## config.mk

```make
export PLATFORM = sky130hd
export DESIGN_NAME = sccs_top
export DESIGN_NICKNAME = d
export VERILOG_FILES = /design/src/verilog/sccs_pkg.sv /design/src/verilog/sccs_src_if.sv /design/src/verilog/sccs_ext_osc.sv /design/src/verilog/sccs_int_osc.sv /design/src/verilog/sccs_top.sv
export SDC_FILE = /design/constraint.sdc
export NUM_CORES = 1
export LEC_CHECK = 0
export BUFFER_PORTS_ARGS = -buffer_cell sky130_fd_sc_hd__buf_2
export CORE_MARGIN = 3
export CORE_UTILIZATION = 40
export CTS_CLUSTER_DIAMETER = 50
export DETAILED_ROUTE_END_ITERATION = 6
export PLACE_DENSITY = 0.67
export SETUP_SLACK_MARGIN = 0.02
export SYNTH_ARGS = -nofsm -noshare
export SYNTH_HDL_FRONTEND = slang
export SYNTH_SLANG_ARGS = --single-unit
export TNS_END_PERCENT = 30
```

## constraint.sdc

```tcl
create_clock -name sys_clk -period 7.9 [get_ports sys_clk]
set_input_delay 1.58 -clock sys_clk [delete_from_list [all_inputs] [get_ports sys_clk]]
set_output_delay 1.58 -clock sys_clk [all_outputs]
set_load 0.05 [all_outputs]
```

## src/verilog/sccs_pkg.sv

```systemverilog
// constants, types and helpers for the system clock source control block
//
// Overview of operation
// - any reset leaves the internal oscillator selected
// - both oscillators stay off while reset held
// - source select bit picks internal or external
// - internal enable bit starts or stops internal oscillator
// - frequency field picks 2, 4, 8, 16 MHz
// - ready flag set only when at selected speed
// - detector enabled resets after 100 us clock gap
// - two unused bits read zero, writes ignored
// - modes 00x: external off, pin one grounded
// - mode 010 direct CMOS input, 011 halved
// - modes 10x: RC or capacitor, halved
// - mode 110 crystal, 111 crystal halved
// - crystal valid flag only in crystal modes
// - reserved bit reads zero, writes ignored
package sccs_pkg;

  // ----------------------------------------------------------------
  // register map
  // ----------------------------------------------------------------
  localparam logic [7:0] ADDR_EXT_CTRL = 8'hB1;
  localparam logic [7:0] ADDR_INT_CTRL = 8'hB2;
  localparam logic [7:0] INT_CTRL_RESET = 8'h14;
  localparam logic [7:0] EXT_CTRL_RESET = 8'h00;
  localparam logic [7:0] INT_CTRL_WMASK = 8'h8F;
  localparam logic [7:0] EXT_CTRL_WMASK = 8'h77;
  localparam int ICN_MCD_BIT = 7;
  localparam int ICN_RDY_BIT = 4;
  localparam int ICN_SEL_BIT = 3;
  localparam int ICN_EN_BIT = 2;
  localparam int ICN_FRQ_LSB = 0;
  localparam int XCN_VLD_BIT = 7;
  localparam int XCN_MODE_LSB = 4;
  localparam int XCN_FRQ_LSB = 0;

  // ----------------------------------------------------------------
  // timing
  // ----------------------------------------------------------------
  localparam int CLK_MHZ = 200;
  localparam int MCD_TIME_US = 100;
  localparam int MCD_CYCLES = MCD_TIME_US * CLK_MHZ;
  localparam logic [3:0] INTERNAL_FREQ_READY_FLAG_TICKS = 4'h8;
  localparam logic [7:0] XTL_GAP_CYC = 8'hFF;
  localparam logic [4:0] XTL_EDGES = 5'h10;

  // ----------------------------------------------------------------
  // types
  // ----------------------------------------------------------------
  typedef enum logic [3:0] {
    SEL_INT = 4'h1,
    SEL_TO_EXT = 4'h2,
    SEL_EXT = 4'h4,
    SEL_TO_INT = 4'h8
  } sccs_sel_t;

  // internal oscillator period in system cycles; 16 MHz rounds down to 12
  function automatic logic [7:0] sccs_int_ratio(input logic [1:0] frq);
    logic [7:0] r;
    r = 8'h64;
    unique case (frq)
      2'h0: r = 8'h64;
      2'h1: r = 8'h32;
      2'h2: r = 8'h19;
      2'h3: r = 8'h0C;
    endcase
    return r;
  endfunction

  // modes 00x leave the external circuit off
  function automatic logic sccs_ext_on(input logic [2:0] m);
    return m[2:1] != 2'h0;
  endfunction

  // modes that pass the external clock through a halving stage
  function automatic logic sccs_ext_div2(input logic [2:0] m);
    return (m == 3'h3) || (m[2:1] == 2'h2) || (m == 3'h7);
  endfunction

  // modes 11x use the crystal amplifier
  function automatic logic sccs_is_xtal(input logic [2:0] m);
    return m[2:1] == 2'h3;
  endfunction

endpackage

```

## src/verilog/sccs_src_if.sv

```systemverilog
// bundle between the top and one oscillator source model
`timescale 1ns/1ps
interface sccs_src_if;
  logic en;
  logic div2;
  logic [7:0] ratio;
  logic tick;
  logic stable;

  modport ctl (output en, output div2, output ratio, input tick, input stable);
  modport int_src (input en, input ratio, output tick, output stable);
  modport ext_src (input en, input div2, output tick, output stable);
endinterface

```

## src/verilog/sccs_ext_osc.sv

```systemverilog
// external oscillator input: synchroniser, edge tick, halving, stability
`timescale 1ns/1ps
module sccs_ext_osc (
  // clock and reset
  input wire logic sys_clk,
  input wire logic rst,
  // raw level sensed on oscillator pin one
  input wire logic pin_in,
  // source bundle
  sccs_src_if.ext_src s
);

  typedef struct packed {
    logic sync1;
    logic sync2;
    logic prev;
    logic phase;
    logic [7:0] gap;
    logic [4:0] edges;
    logic tick;
    logic stable;
  } sccs_ext_st_t;

  sccs_ext_st_t st_q, st_d;
  logic rise;

  // sync1 feeds only sync2; edges are seen between sync2 and prev
  assign rise = st_q.sync2 && !st_q.prev;

  // tick on rising edges, every other one when halved; stability needs
  // a run of edges with no long gap
  always_comb
  begin
    st_d = st_q;
    st_d.sync1 = pin_in;
    st_d.sync2 = st_q.sync1;
    st_d.prev = st_q.sync2;
    st_d.tick = 1'b0;
    if (!s.en)
    begin
      st_d.phase = 1'b0;
      st_d.gap = 8'h00;
      st_d.edges = 5'h00;
      st_d.stable = 1'b0;
    end
    else if (rise)
    begin
      st_d.gap = 8'h00;
      st_d.phase = s.div2 ? !st_q.phase : 1'b0;
      st_d.tick = !s.div2 || st_q.phase;
      if (st_q.edges == sccs_pkg::XTL_EDGES)
        st_d.stable = 1'b1;
      else
        st_d.edges = st_q.edges + 5'h01;
    end
    else if (st_q.gap == sccs_pkg::XTL_GAP_CYC)
    begin
      st_d.edges = 5'h00;
      st_d.stable = 1'b0;
    end
    else
      st_d.gap = st_q.gap + 8'h01;
  end

  // plain register of the whole state
  always_ff @(posedge sys_clk or posedge rst)
  begin
    if (rst)
      st_q <= '0;
    else
      st_q <= st_d;
  end

  assign s.tick = st_q.tick;
  assign s.stable = st_q.stable;

  property p_ext_half;
    @(posedge sys_clk) disable iff (rst)
    (s.en && s.div2 && rise && !st_q.phase) |=> !s.tick;
  endproperty
  a_ext_half: assert property (p_ext_half)
    else $error("halved external clock ticked on odd edge");

endmodule

```

## src/verilog/sccs_int_osc.sv

```systemverilog
// internal oscillator: programmable tick divider with settle tracking
`timescale 1ns/1ps
module sccs_int_osc (
  // clock and reset
  input wire logic sys_clk,
  input wire logic rst,
  // source bundle
  sccs_src_if.int_src s
);

  typedef struct packed {
    logic [7:0] cnt;
    logic [7:0] ratio;
    logic [3:0] rdy_cnt;
    logic tick;
    logic stable;
  } sccs_int_st_t;

  sccs_int_st_t st_q, st_d;

  // divider and settle counter; a new ratio restarts settling
  always_comb
  begin
    st_d = st_q;
    st_d.tick = 1'b0;
    st_d.ratio = s.ratio;
    if (!s.en || (s.ratio != st_q.ratio))
    begin
      st_d.cnt = 8'h00;
      st_d.rdy_cnt = 4'h0;
      st_d.stable = 1'b0;
    end
    else if (st_q.cnt == s.ratio - 8'h01)
    begin
      st_d.cnt = 8'h00;
      st_d.tick = 1'b1;
      if (st_q.rdy_cnt == sccs_pkg::INTERNAL_FREQ_READY_FLAG_TICKS - 4'h1)
        st_d.stable = 1'b1;
      else
        st_d.rdy_cnt = st_q.rdy_cnt + 4'h1;
    end
    else
      st_d.cnt = st_q.cnt + 8'h01;
  end

  // reset state matches the power-up setting, already settled
  always_ff @(posedge sys_clk or posedge rst)
  begin
    if (rst)
      st_q <= '{cnt: 8'h00, ratio: 8'h64, rdy_cnt: 4'h0, tick: 1'b0, stable: 1'b1};
    else
      st_q <= st_d;
  end

  assign s.tick = st_q.tick;
  assign s.stable = st_q.stable;

  property p_int_period;
    @(posedge sys_clk) disable iff (rst)
    s.tick |-> $past(st_q.cnt) == $past(s.ratio) - 8'h01;
  endproperty
  a_int_period: assert property (p_int_period)
    else $error("internal tick off period");

  property p_int_resettle;
    @(posedge sys_clk) disable iff (rst)
    (s.en && $changed(s.ratio)) |=> !s.stable;
  endproperty
  a_int_resettle: assert property (p_int_resettle)
    else $error("ready flag kept over frequency change");

endmodule

```

## src/verilog/sccs_top.sv

```systemverilog
// system clock source control: registers, source switch, missing-clock detector
`timescale 1ns/1ps
module sccs_top #(
  parameter int MCD_CYCLES = sccs_pkg::MCD_CYCLES
) (
  // clock and reset
  input wire logic sys_clk,
  input wire logic rst,
  // special function register port
  input wire logic [7:0] sfr_addr,
  input wire logic sfr_wr,
  input wire logic sfr_rd,
  input wire logic [7:0] sfr_wdata,
  output logic [7:0] sfr_rdata,
  // oscillator pin one
  input wire logic osc_pin_one_i,
  output logic osc_pin_one_o,
  output logic osc_pin_one_oe,
  // system clock and status
  output logic sysclk_tick,
  output logic sysclk_ext,
  output logic int_osc_on,
  output logic ext_osc_on,
  output logic mcd_reset
);

  // ----------------------------------------------------------------
  // state
  // ----------------------------------------------------------------
  typedef struct packed {
    logic [7:0] icn;
    logic [7:0] xcn;
    logic [7:0] rdata;
    sccs_pkg::sccs_sel_t sel;
    logic tick;
    logic [15:0] gap;
    logic mcd;
    logic int_on;
    logic ext_on;
    logic pin_gnd;
    logic arm;
  } sccs_top_st_t;

  sccs_top_st_t st_q, st_d;

  sccs_src_if int_if ();
  sccs_src_if ext_if ();

  logic [2:0] xmode;
  logic [1:0] ifrq;
  logic mcd_en;
  logic want_ext;
  logic int_en;
  logic int_rdy;
  logic xtl_vld;
  logic [7:0] icn_rd;
  logic [7:0] xcn_rd;

  // ----------------------------------------------------------------
  // field decode
  // ----------------------------------------------------------------
  assign xmode = st_q.xcn[sccs_pkg::XCN_MODE_LSB +: 3];
  assign ifrq = st_q.icn[sccs_pkg::ICN_FRQ_LSB +: 2];
  assign mcd_en = st_q.icn[sccs_pkg::ICN_MCD_BIT];
  assign want_ext = st_q.icn[sccs_pkg::ICN_SEL_BIT];
  assign int_en = st_q.icn[sccs_pkg::ICN_EN_BIT];
  assign int_rdy = int_en && int_if.stable;
  assign xtl_vld = sccs_pkg::sccs_is_xtal(xmode) && ext_if.stable;

  // source bundles; frequency field sets the internal period
  assign int_if.en = int_en;
  assign int_if.ratio = sccs_pkg::sccs_int_ratio(ifrq);
  assign int_if.div2 = 1'b0;
  assign ext_if.en = sccs_pkg::sccs_ext_on(xmode);
  assign ext_if.div2 = sccs_pkg::sccs_ext_div2(xmode);
  assign ext_if.ratio = 8'h00;

  // read images: unused bits 6:5 and the reserved bit read zero
  always_comb
  begin
    icn_rd = st_q.icn & sccs_pkg::INT_CTRL_WMASK;
    icn_rd[sccs_pkg::ICN_RDY_BIT] = int_rdy;
    xcn_rd = st_q.xcn & sccs_pkg::EXT_CTRL_WMASK;
    xcn_rd[sccs_pkg::XCN_VLD_BIT] = xtl_vld;
  end

  // ----------------------------------------------------------------
  // sources
  // ----------------------------------------------------------------
  sccs_int_osc u_int (
    .sys_clk(sys_clk),
    .rst(rst),
    .s(int_if.int_src)
  );

  sccs_ext_osc u_ext (
    .sys_clk(sys_clk),
    .rst(rst),
    .pin_in(osc_pin_one_i),
    .s(ext_if.ext_src)
  );

  // ----------------------------------------------------------------
  // next state
  // ----------------------------------------------------------------
  always_comb
  begin
    st_d = st_q;
    st_d.tick = 1'b0;
    st_d.mcd = 1'b0;
    // register writes touch only the writable bits
    if (sfr_wr && sfr_addr == sccs_pkg::ADDR_INT_CTRL)
      st_d.icn = sfr_wdata & sccs_pkg::INT_CTRL_WMASK;
    if (sfr_wr && sfr_addr == sccs_pkg::ADDR_EXT_CTRL)
      st_d.xcn = sfr_wdata & sccs_pkg::EXT_CTRL_WMASK;
    // reads are registered; unmapped addresses return zero
    if (sfr_rd)
    begin
      if (sfr_addr == sccs_pkg::ADDR_INT_CTRL)
        st_d.rdata = icn_rd;
      else if (sfr_addr == sccs_pkg::ADDR_EXT_CTRL)
        st_d.rdata = xcn_rd;
      else
        st_d.rdata = 8'h00;
    end
    // the switch only moves after a tick of the old source; the first
    // tick of the new one only aligns phase and the second is passed,
    // so no period is shorter than the new source's; a disabled old source
    // is left at once, a dead new source hangs until the detector fires
    unique case (st_q.sel)
      sccs_pkg::SEL_INT:
      begin
        st_d.tick = int_if.tick;
        if (want_ext && (int_if.tick || !int_en))
        begin
          st_d.sel = sccs_pkg::SEL_TO_EXT;
          st_d.arm = 1'b0;
        end
      end
      sccs_pkg::SEL_TO_EXT:
      begin
        if (!want_ext)
          st_d.sel = sccs_pkg::SEL_INT;
        else if (ext_if.tick && st_q.arm)
        begin
          st_d.tick = 1'b1;
          st_d.sel = sccs_pkg::SEL_EXT;
        end
        else if (ext_if.tick)
          st_d.arm = 1'b1;
      end
      sccs_pkg::SEL_EXT:
      begin
        st_d.tick = ext_if.tick;
        if (!want_ext && (ext_if.tick || !ext_if.en))
        begin
          st_d.sel = sccs_pkg::SEL_TO_INT;
          st_d.arm = 1'b0;
        end
      end
      sccs_pkg::SEL_TO_INT:
      begin
        if (want_ext)
        begin
          // back to the external source on its next full period
          if (ext_if.tick)
          begin
            st_d.tick = 1'b1;
            st_d.sel = sccs_pkg::SEL_EXT;
          end
        end
        else if (int_if.tick && st_q.arm)
        begin
          st_d.tick = 1'b1;
          st_d.sel = sccs_pkg::SEL_INT;
        end
        else if (int_if.tick)
          st_d.arm = 1'b1;
      end
      default: st_d.sel = sccs_pkg::SEL_INT;
    endcase
    // missing-clock detector: a gap of the full timeout raises a reset
    if (!mcd_en || st_q.tick)
      st_d.gap = 16'h0000;
    else if (st_q.gap == MCD_CYCLES[15:0])
    begin
      st_d.mcd = 1'b1;
      st_d.gap = 16'h0000;
    end
    else
      st_d.gap = st_q.gap + 16'h0001;
    // status images and the pin clamp
    st_d.int_on = int_en;
    st_d.ext_on = ext_if.en;
    st_d.pin_gnd = !ext_if.en;
  end

  // ----------------------------------------------------------------
  // registers
  // ----------------------------------------------------------------
  // reset holds both oscillators off and returns to the internal source
  always_ff @(posedge sys_clk or posedge rst)
  begin
    if (rst)
    begin
      st_q.icn <= sccs_pkg::INT_CTRL_RESET & sccs_pkg::INT_CTRL_WMASK;
      st_q.xcn <= sccs_pkg::EXT_CTRL_RESET;
      st_q.rdata <= 8'h00;
      st_q.sel <= sccs_pkg::SEL_INT;
      st_q.tick <= 1'b0;
      st_q.gap <= 16'h0000;
      st_q.mcd <= 1'b0;
      st_q.int_on <= 1'b0;
      st_q.ext_on <= 1'b0;
      st_q.pin_gnd <= 1'b1;
      st_q.arm <= 1'b0;
    end
    else
      st_q <= st_d;
  end

  // ----------------------------------------------------------------
  // outputs
  // ----------------------------------------------------------------
  assign sfr_rdata = st_q.rdata;
  assign osc_pin_one_o = 1'b0;
  assign osc_pin_one_oe = st_q.pin_gnd;
  assign sysclk_tick = st_q.tick;
  assign sysclk_ext = st_q.sel == sccs_pkg::SEL_EXT;
  assign int_osc_on = st_q.int_on;
  assign ext_osc_on = st_q.ext_on;
  assign mcd_reset = st_q.mcd;

  // ----------------------------------------------------------------
  // checks
  // ----------------------------------------------------------------
  property p_reset_internal;
    @(posedge sys_clk) disable iff (rst)
    $past(rst) |-> (st_q.sel == sccs_pkg::SEL_INT) && !int_osc_on && !ext_osc_on;
  endproperty
  a_reset_internal: assert property (p_reset_internal)
    else $error("not on internal source after reset");

  property p_ext_needs_select;
    @(posedge sys_clk) disable iff (rst)
    $rose(sysclk_ext) |-> $past(want_ext) && $past(ext_if.tick);
  endproperty
  a_ext_needs_select: assert property (p_ext_needs_select)
    else $error("external source taken without select");

  property p_int_off_no_tick;
    @(posedge sys_clk) disable iff (rst)
    !int_en ##1 !int_en |-> !int_if.tick;
  endproperty
  a_int_off_no_tick: assert property (p_int_off_no_tick)
    else $error("internal oscillator ticks while disabled");

  property p_mcd_timeout;
    @(posedge sys_clk) disable iff (rst)
    mcd_reset |-> $past(mcd_en) && $past(st_q.gap) == MCD_CYCLES[15:0];
  endproperty
  a_mcd_timeout: assert property (p_mcd_timeout)
    else $error("missing-clock reset at wrong time");

  property p_unused_zero;
    @(posedge sys_clk) disable iff (rst)
    (sfr_rd && sfr_addr == sccs_pkg::ADDR_INT_CTRL) |=> sfr_rdata[6:5] == 2'h0;
  endproperty
  a_unused_zero: assert property (p_unused_zero)
    else $error("unused bits read nonzero");

  property p_pin_ground;
    @(posedge sys_clk) disable iff (rst)
    (xmode[2:1] == 2'h0) |=> osc_pin_one_oe && !osc_pin_one_o && !ext_if.tick;
  endproperty
  a_pin_ground: assert property (p_pin_ground)
    else $error("pin one not grounded in off mode");

  property p_valid_xtal_only;
    @(posedge sys_clk) disable iff (rst)
    (sfr_rd && sfr_addr == sccs_pkg::ADDR_EXT_CTRL && xmode[2:1] != 2'h3)
      |=> !sfr_rdata[7] && !sfr_rdata[3];
  endproperty
  a_valid_xtal_only: assert property (p_valid_xtal_only)
    else $error("crystal valid outside crystal mode");

  property p_no_runt;
    @(posedge sys_clk) disable iff (rst)
    sysclk_tick |=> !sysclk_tick;
  endproperty
  a_no_runt: assert property (p_no_runt)
    else $error("system clock ticks back to back");

  property p_rdy_needs_enable;
    @(posedge sys_clk) disable iff (rst)
    (sfr_rd && sfr_addr == sccs_pkg::ADDR_INT_CTRL && !int_en)
      |=> !sfr_rdata[sccs_pkg::ICN_RDY_BIT];
  endproperty
  a_rdy_needs_enable: assert property (p_rdy_needs_enable)
    else $error("ready flag set while internal oscillator off");

endmodule
```

==> flow_metrics.py, run 1 <==
metrics = {
    "outcome": {
        "status": "complete, no violations",
    },
    "yosys": {
        "number_of_synthesized_flops_with_an_enable_pin": 0,
        "synth_largest_type_area_fraction_pct": 46.7,
        "synthesis.nets": 433,
        "netlist-cell-type-count": 54,
        "synth_warnings": 0,
        "yosys.area.top_type": "sky130_fd_sc_hd__dfrtp_1",
        "synth.avg_cell_area_sq_um": 10.4,
        "dominantRegCellSynth": "sky130_fd_sc_hd__dfrtp_1",
        "synth.area.top_cells": "sky130_fd_sc_hd__dfrtp_1, sky130_fd_sc_hd__xor2_1, sky130_fd_sc_hd__dfstp_2, sky130_fd_sc_hd__nor2_1, sky130_fd_sc_hd__ha_1",
        "yosysSeqAreaShare_pct": 51.1,
        "synthArstFlopShare_pct": 100,
        "postSynthRegisterBits": 85,
        "syn-cell-area_sq_mm": 0.00418,
        "synth_most_common_cell": "sky130_fd_sc_hd__dfrtp_1",
        "post_synth_inst_count": 400,
        "ys_top_cells_by_count": "sky130_fd_sc_hd__dfrtp_1, sky130_fd_sc_hd__nor2_1, sky130_fd_sc_hd__nand3_1",
    },
    "clock_network": {
        "buffers_from_clock_root_to_sink_at_most": 2,
        "cts_buffers": 9,
        "postCtsResizedCells": 0,
        "h-tree-depth": 3,
        "cts_tree": "done",
        "postCtsSetupRepairBufs": 0,
        "cts_hold_buffers": 0,
        "cts_num_sinks": 85,
        "clock_tree_root_driver_cell": "sky130_fd_sc_hd__clkbuf_8",
        "worst_skew_pair.late_latency_ns": 0.35,
        "clk_pin_slew_ns": 0.09,
    },
    "setup_path": {
        "setup.worst_path.end_class": "output port",
        "crit_cells": 2,
        "path_cells": "nor4b_4 -> buf_2",
        "crit_path_top_delay_cell": "sky130_fd_sc_hd__dfrtp_1",
        "timing.critical_path.buf_inv": 1,
        "timing_worst_setup_path_type": "reg -> out",
        "arrival_ns": 1.63,
        "reg2reg_depth": 7,
        "setup.worst_path.start_class": "register",
        "critical_path_peak_fanout": 9,
        "critical_path.top_delay_family": "flip-flops",
        "critPathMaxStageDelay_ns": 0.50,
        "critPathRequiredTime_ns": 6.32,
    },
    "global_routing": {
        "grt_first_pass_wirelength_microns": 13500,
        "largest_net_degree_at_the_start_of_global_routing": 86,
        "globalRouteOverflowTotal": 0,
        "grt_pass1_vias": 2800,
        "grt_antenna_before_repair": 0,
        "globalRouteTotalUtil_pct": 14.5,
    },
    "layout": {
        "nets": 460,
        "final_layout_size_suffix_gt1_share_pct": 19.7,
        "area_growth_syn_to_layout_pct": 9.70,
        "antenna-diode-count": 0,
        "utilization_pct": 46.1,
    },
    "timing": {
        "max_slew_margin_pct": 31.3,
        "setup_viol_count_final": 0,
        "timing.final.crit_period_ns": 3.21,
        "rsz0062_at_grt": "no",
        "worst_slew_pin_slew_ns": 1.03,
        "holdWs_ns": 0.363,
        "layout_worst_path_cycle_share_pct": 40.6,
        "max_freq_ghz": 0.312,
        "report.final.slew_viol_count": 0,
        "hold_viol_final": 0,
        "setup_tns_ns": 0,
        "clock_skew_ns": 0.0111,
    },
    "floorplanning": {
        "row_count": 36,
        "initial_core_util_pct": 42.0,
        "die_w_microns": 108,
        "io_pins": 36,
        "die_footprint_sq_mm": 0.0117,
        "chipHeight_microns": 108,
        "fp.coreArea_sq_mm": 0.00995,
    },
    "pwr": {
        "design_power_total_uw": 799,
        "p_leak_uw": 0.00208,
        "ir_drop_uv": 101,
        "cellPowerDensity_mw_per_mm2": 174,
    },
    "placement": {
        "detailed_place_hpwl_microns": 5490,
        "port_buffers": 34,
        "gp_congestion": 0.819,
    },
    "route": {
        "wl_per_cell_microns": 13.8,
        "drt_drc_violations_left": 0,
        "wl_microns": 7790,
        "drt_first_pass_iters": 4,
        "vias": 2923,
        "avgViaCountPerCell": 5.17,
        "dr.first_iter.drc_count": 135,
        "final_antenna_net_count": 0,
    },
    "flow_run": {
        "max_cap_violation_count": 0,
    },
    "min_path": {
        "worst_hold_path_type": "reg -> reg",
        "timing.hold.worst_path_depth": 0,
    },
}
[final timing paths]
kind / from / slack (ns) / end
max: st_q[23] / 4.69 / sysclk_ext
max in group asynchronous: rst / 5.69 / u_int.st_q[4]
min in group asynchronous: rst / 1.52 / st_q[20]
max reg2reg: icn_rd[1] / 5.36 / u_int.st_q[19]
min: u_ext.st_d[17] / 0.36 / u_ext.st_d[16]
min reg2reg: u_ext.st_d[17] / 0.36 / u_ext.st_d[16]
[layer usage]
layer | share of wire (%) | track usage, % | routed length (microns)
met4 | 1.2 | 4.33 | 96
met5 | 0 | 0 | 0
met3 | 5.7 | 3.88 | 441
met1 | 49 | 20.4 | 3840
met2 | 44 | 22.0 | 3410
[where the power goes]
part,switching (uW),internal (uW)
sequential,9.39,446
clock,157,125
combinational,41.4,19.7
[through the flow]
step | cell area, sq um | cells | setup slack (ns)
2_1_floorplan | 4180 | 400 | 4.14
3_3_place_gp | 4410 | 549 | 4.77
3_5_place_dp | 4410 | 549 | 4.72
4_1_cts | 4580 | 565 | 4.67
5_1_grt | 4580 | 565 | 4.59
6_report | 4580 | 565 | 4.69
[flip-flops by register name (all words and copies together), names as in the netlist]
signal          flops
u_ext.st_q         15
u_ext.s.stable      1
osc_pin_one_oe      1
icn_rd              5
u_int.st_q         19
st_q               27
ext_osc_on          1
sfr_rdata           8
int_osc_on          1
u_int.s.stable      1
mcd_reset           1
u_int.s.tick        1
u_ext.s.tick        1
sysclk_tick         1
u_ext.st_d          2
[cell type report]
type	instances	area, sq um
tap	133	166
timing repair buffer	35	178
clock buffer	12	145
clock inverter	4	32.5
multi-input combinational	276	1850
inverter	20	76.3
fill	952	5370
sequential	85	2140
[cell usage in the layout, fill, tap and decap left out, drive strengths merged, types with 5 or more instances in the layout]
master	n
dfrtp	78
nor2	51
buf	35
nand3	29
xor2	22
inv	20
nand2	19
o21ai	17
a21oi	14
mux2	13
ha	12
clkbuf	12
nand4	11
xnor2	10
and3	9
nor3	7
dfstp	7
nand3b	5
nor2b	5
a22oi	5
[cell families (layout without fill, tap and decap cells)]
kind of cell | count (synthesis) | count (layout) | share of synthesized area [%]
simple gates | 163 | 163 | 21.8
flops | 85 | 85 | 51.1
compound gates | 53 | 53 | 8.08
buf+inv | 39 | 71 | 4.61
xor+xnor | 32 | 32 | 6.71
mux | 15 | 15 | 3.98
fa+ha+maj | 12 | 12 | 3.59
other cells | 1 | 1 | 0.0897
Note: power is estimated with default switching activity, not from simulation.
==> inputs of run 2 (changes only) <==
--- a/config.mk
+++ b/config.mk
@@ -5,6 +5,7 @@
 export SDC_FILE = /design/constraint.sdc
 export NUM_CORES = 1
 export LEC_CHECK = 0
+export ABC_AREA = 1
 export BUFFER_PORTS_ARGS = -buffer_cell sky130_fd_sc_hd__buf_2
 export CORE_MARGIN = 3
 export CORE_UTILIZATION = 40
==> constraint.sdc (replaced) <==
create_clock -name sys_clk -period 3.1 [get_ports sys_clk]
set_input_delay 0.62 -clock sys_clk [delete_from_list [all_inputs] [get_ports sys_clk]]
set_output_delay 0.62 -clock sys_clk [all_outputs]
set_load 0.05 [all_outputs]
==> run 2 against run 1 <==
  * Sequential cell count unchanged
  * Wire length up 17%
  * Die area up 7.0%
  * Global-route usage up 1.1 points
  * Highest routed layer unchanged
  * Synthesized cell count up 38%
  * Setup slack worse by 3.6 ns
  * Critical endpoint unchanged
  * Combinational power rose to 9.7 times the previous value
  * Hold slack worse by 0.17 ns
==> flow_metrics.py, run 2 <==
metrics = {
    "setup_path": {
        "setup.worst_path.start_class": "register",
        "setup.worst_path.end_class": "output port",
        "timing.critical_path.buf_inv": 2,
        "r2r-start": "icn_rd[1]",
        "critPathMaxStageDelay_ns": 0.39,
        "crit-reg2reg-capture": "u_int.st_q[2]",
        "critical_path_peak_fanout": 4,
        "rrSetupSlack_ns": 1.08,
        "path_cells": "nor2_1 -> nand3_1 -> inv_1 -> buf_2",
        "timing_worst_setup_path_type": "reg -> out",
        "reg2reg_depth": 12,
        "critPathRequiredTime_ns": 2.48,
        "arrival_ns": 1.43,
        "crit_path_top_delay_cell": "sky130_fd_sc_hd__dfstp_2",
        "critical_path.top_delay_family": "flip-flops",
    },
    "floorplanning": {
        "die_footprint_sq_mm": 0.0125,
        "die_w_microns": 112,
        "chipHeight_microns": 112,
        "fp.coreArea_sq_mm": 0.0109,
        "row_count": 38,
        "io_pins": 36,
        "initial_core_util_pct": 41.2,
    },
    "yosys": {
        "synth.avg_cell_area_sq_um": 8.12,
        "yosys.area.top_type": "sky130_fd_sc_hd__dfrtp_1",
        "ys_top_cells_by_count": "sky130_fd_sc_hd__nand2_1, sky130_fd_sc_hd__dfrtp_1, sky130_fd_sc_hd__nor2_1",
        "synth_warnings": 0,
        "synth_most_common_cell": "sky130_fd_sc_hd__nand2_1",
        "dominantRegCellSynth": "sky130_fd_sc_hd__dfrtp_1",
        "postSynthRegisterBits": 85,
        "synth_largest_type_area_fraction_pct": 43.5,
        "post_synth_inst_count": 553,
        "yosysSeqAreaShare_pct": 47.6,
        "syn-cell-area_sq_mm": 0.00449,
        "synthesis.nets": 586,
        "synthArstFlopShare_pct": 100,
        "synth.area.top_cells": "sky130_fd_sc_hd__dfrtp_1, sky130_fd_sc_hd__nand2_1, sky130_fd_sc_hd__nor2_1, sky130_fd_sc_hd__inv_1, sky130_fd_sc_hd__dfstp_2",
        "number_of_synthesized_flops_with_an_enable_pin": 0,
        "netlist-cell-type-count": 41,
    },
    "clock_network": {
        "cts_buffers": 9,
        "buffers_from_clock_root_to_sink_at_most": 2,
        "worst_skew_pair.late_latency_ns": 0.37,
        "cts_hold_buffers": 0,
        "cts_num_sinks": 85,
        "cts_tree": "done",
        "h-tree-depth": 3,
        "clk_pin_slew_ns": 0.09,
        "postCtsSetupRepairBufs": 0,
        "clock_tree_root_driver_cell": "sky130_fd_sc_hd__clkbuf_8",
        "postCtsResizedCells": 0,
    },
    "route": {
        "dr.first_iter.drc_count": 208,
        "drt_drc_violations_left": 0,
        "avgViaCountPerCell": 4.89,
        "wl_per_cell_microns": 12.4,
        "final_antenna_net_count": 0,
        "drt_first_pass_iters": 4,
        "vias": 3602,
        "wl_microns": 9140,
    },
    "pwr": {
        "netsw_uw": 938,
        "p_seq_share_pct": 47.9,
        "comb_power_share_pct": 20.9,
        "p_leak_uw": 0.00248,
        "design_power_total_uw": 2840,
        "p_clk_share_pct": 31.2,
        "cellPowerDensity_mw_per_mm2": 568,
        "net_switching_share_of_the_total_power_pct": 33.0,
        "ir_drop_uv": 333,
        "cellInternalPower_uw": 1910,
    },
    "global_routing": {
        "grt_first_pass_wirelength_microns": 16200,
        "grt_antenna_before_repair": 0,
        "largest_net_degree_at_the_start_of_global_routing": 25,
        "globalRouteTotalUtil_pct": 15.6,
        "globalRouteOverflowTotal": 0,
        "grt_pass1_vias": 3588,
    },
    "layout": {
        "largest_register_ff_count": 27,
        "reg_top3": "st_q x27, u_int.st_q x19, u_ext.st_q x15",
        "layoutNonFillerInstCount": 736,
        "layout_commonest_cell": "sky130_fd_sc_hd__nand2_1",
        "multi_input_comb_area_sq_mm": 0.00195,
        "nets": 624,
        "antenna-diode-count": 0,
        "fillerInstances": 1038,
        "regArea_sq_mm": 0.00214,
        "max_flop_register": "st_q",
        "area_growth_syn_to_layout_pct": 11.6,
        "utilization_pct": 46.0,
        "final_layout_size_suffix_gt1_share_pct": 18.0,
        "most-common-layout-cells": "sky130_fd_sc_hd__nand2_1, sky130_fd_sc_hd__dfrtp_1, sky130_fd_sc_hd__nor2_1",
    },
    "min_path": {
        "worst_hold_path_type": "in -> async",
    },
    "timing": {
        "layout_worst_path_cycle_share_pct": 66.3,
        "setup_tns_ns": 0,
        "timing.final.crit_period_ns": 2.05,
        "final.setup.worst_slack_ns": 1.05,
        "setup_viol_count_final": 0,
        "hold_viol_final": 0,
        "clock_skew_ns": 0.00806,
        "max_freq_ghz": 0.487,
        "report.final.slew_viol_count": 0,
        "rsz0062_at_grt": "no",
    },
    "placement": {
        "port_buffers": 34,
        "place_worst_setup_slack_ns": 1.11,
        "detailed_place_hpwl_microns": 6910,
        "gp_congestion": 0.934,
        "total_instance_count_after_detailed_placement": 720,
    },
    "flow_run": {
        "max_cap_violation_count": 0,
    },
    "outcome": {
        "status": "complete, no violations",
    },
}
==> run 2: cell count changes after synthesis, moves of 9 or more <==
cell,change
sky130_fd_sc_hd__and3_1,-9
sky130_fd_sc_hd__inv_1,+52
sky130_fd_sc_hd__inv_2,+13
sky130_fd_sc_hd__mux2_2,-13
sky130_fd_sc_hd__nand2_1,+88
sky130_fd_sc_hd__nand2_2,+9
sky130_fd_sc_hd__nor2_1,+34
sky130_fd_sc_hd__xnor2_1,-9
sky130_fd_sc_hd__xor2_1,-14
==> run 2: worst max path at each step <==
stage | from | to | slack [ns] | cells after the start
floorplan | rst | ext_osc_on | 0.30 | 1
global placement | icn_rd[1] | u_int.st_q[2] | 1.20 | 12
detailed placement | icn_rd[1] | u_int.st_q[2] | 1.11 | 12
CTS | st_q[22] | sysclk_ext | 1.0 | 4
global route | icn_rd[1] | u_int.st_q[2] | 0.83 | 12
finish | st_q[22] | sysclk_ext | 1.05 | 4
==> run 2: worst reg2reg max path, stage by stage (launching register included) <==
cell                      delay (ns)
sky130_fd_sc_hd__dfrtp_1        0.50
sky130_fd_sc_hd__inv_2          0.12
sky130_fd_sc_hd__ha_1           0.40
sky130_fd_sc_hd__inv_2          0.10
sky130_fd_sc_hd__nand2_1        0.05
sky130_fd_sc_hd__nand2_1        0.06
sky130_fd_sc_hd__nand3_1        0.06
sky130_fd_sc_hd__nor2_1         0.16
sky130_fd_sc_hd__nand2_2        0.14
sky130_fd_sc_hd__nor2_1         0.15
sky130_fd_sc_hd__nand2_1        0.07
sky130_fd_sc_hd__nand2_1        0.06
sky130_fd_sc_hd__nor2_1         0.04
==> run 2: per-stage QoR <==
step / hold slack, ns / cell area [sq um]
CTS: 0.187 / 5010
floorplan: 0.331 / 4490
global placement: 0.332 / 4790
detailed placement: 0.343 / 4790
global route: 0.202 / 5010
finish: 0.196 / 5010
==> run 2: kinds of logic after synthesis <==
group,after synthesis,synth area share (%)
DFF,85,47.6
xor gates and xnor gates,9,1.76
AOI/OAI and AO/OA,59,7.42
other,1,0.0836
buffers and inverters,97,8.87
and+or+nand+nor,290,30.9
adders and majority gates,12,3.35
==> run 2: area by class of cell <==
type / count / area share (%)
clock buffer: 9 / 2.47
clock inverter: 7 / 1.95
inverter: 87 / 6.55
multi-input combinational: 371 / 39.0
sequential: 85 / 42.7
tap: 140 / 3.50
timing repair buffer: 37 / 3.85
==> run 2: per-layer routing <==
metal | wire (microns) | vias to the layer above | global-route usage (%)
met4 | 103 | 0 | 4.22
li1 | - | 1837 | -
met3 | 432 | 11 | 4.73
met2 | 4340 | 67 | 25.8
met5 | 0 | - | 0
met1 | 4270 | 1687 | 20.1
==> run 2: power by group through the flow <==
stage / combinational [uW] / clock [uW] / sequential (uW)
6_report: 593 / 887 / 1360
5_1_grt: 687 / 965 / 1380
4_1_cts: 599 / 916 / 1360
3_5_place_dp: 596 / 0 / 1380
3_3_place_gp: 583 / 0 / 1380
2_1_floorplan: 482 / 0 / 1360
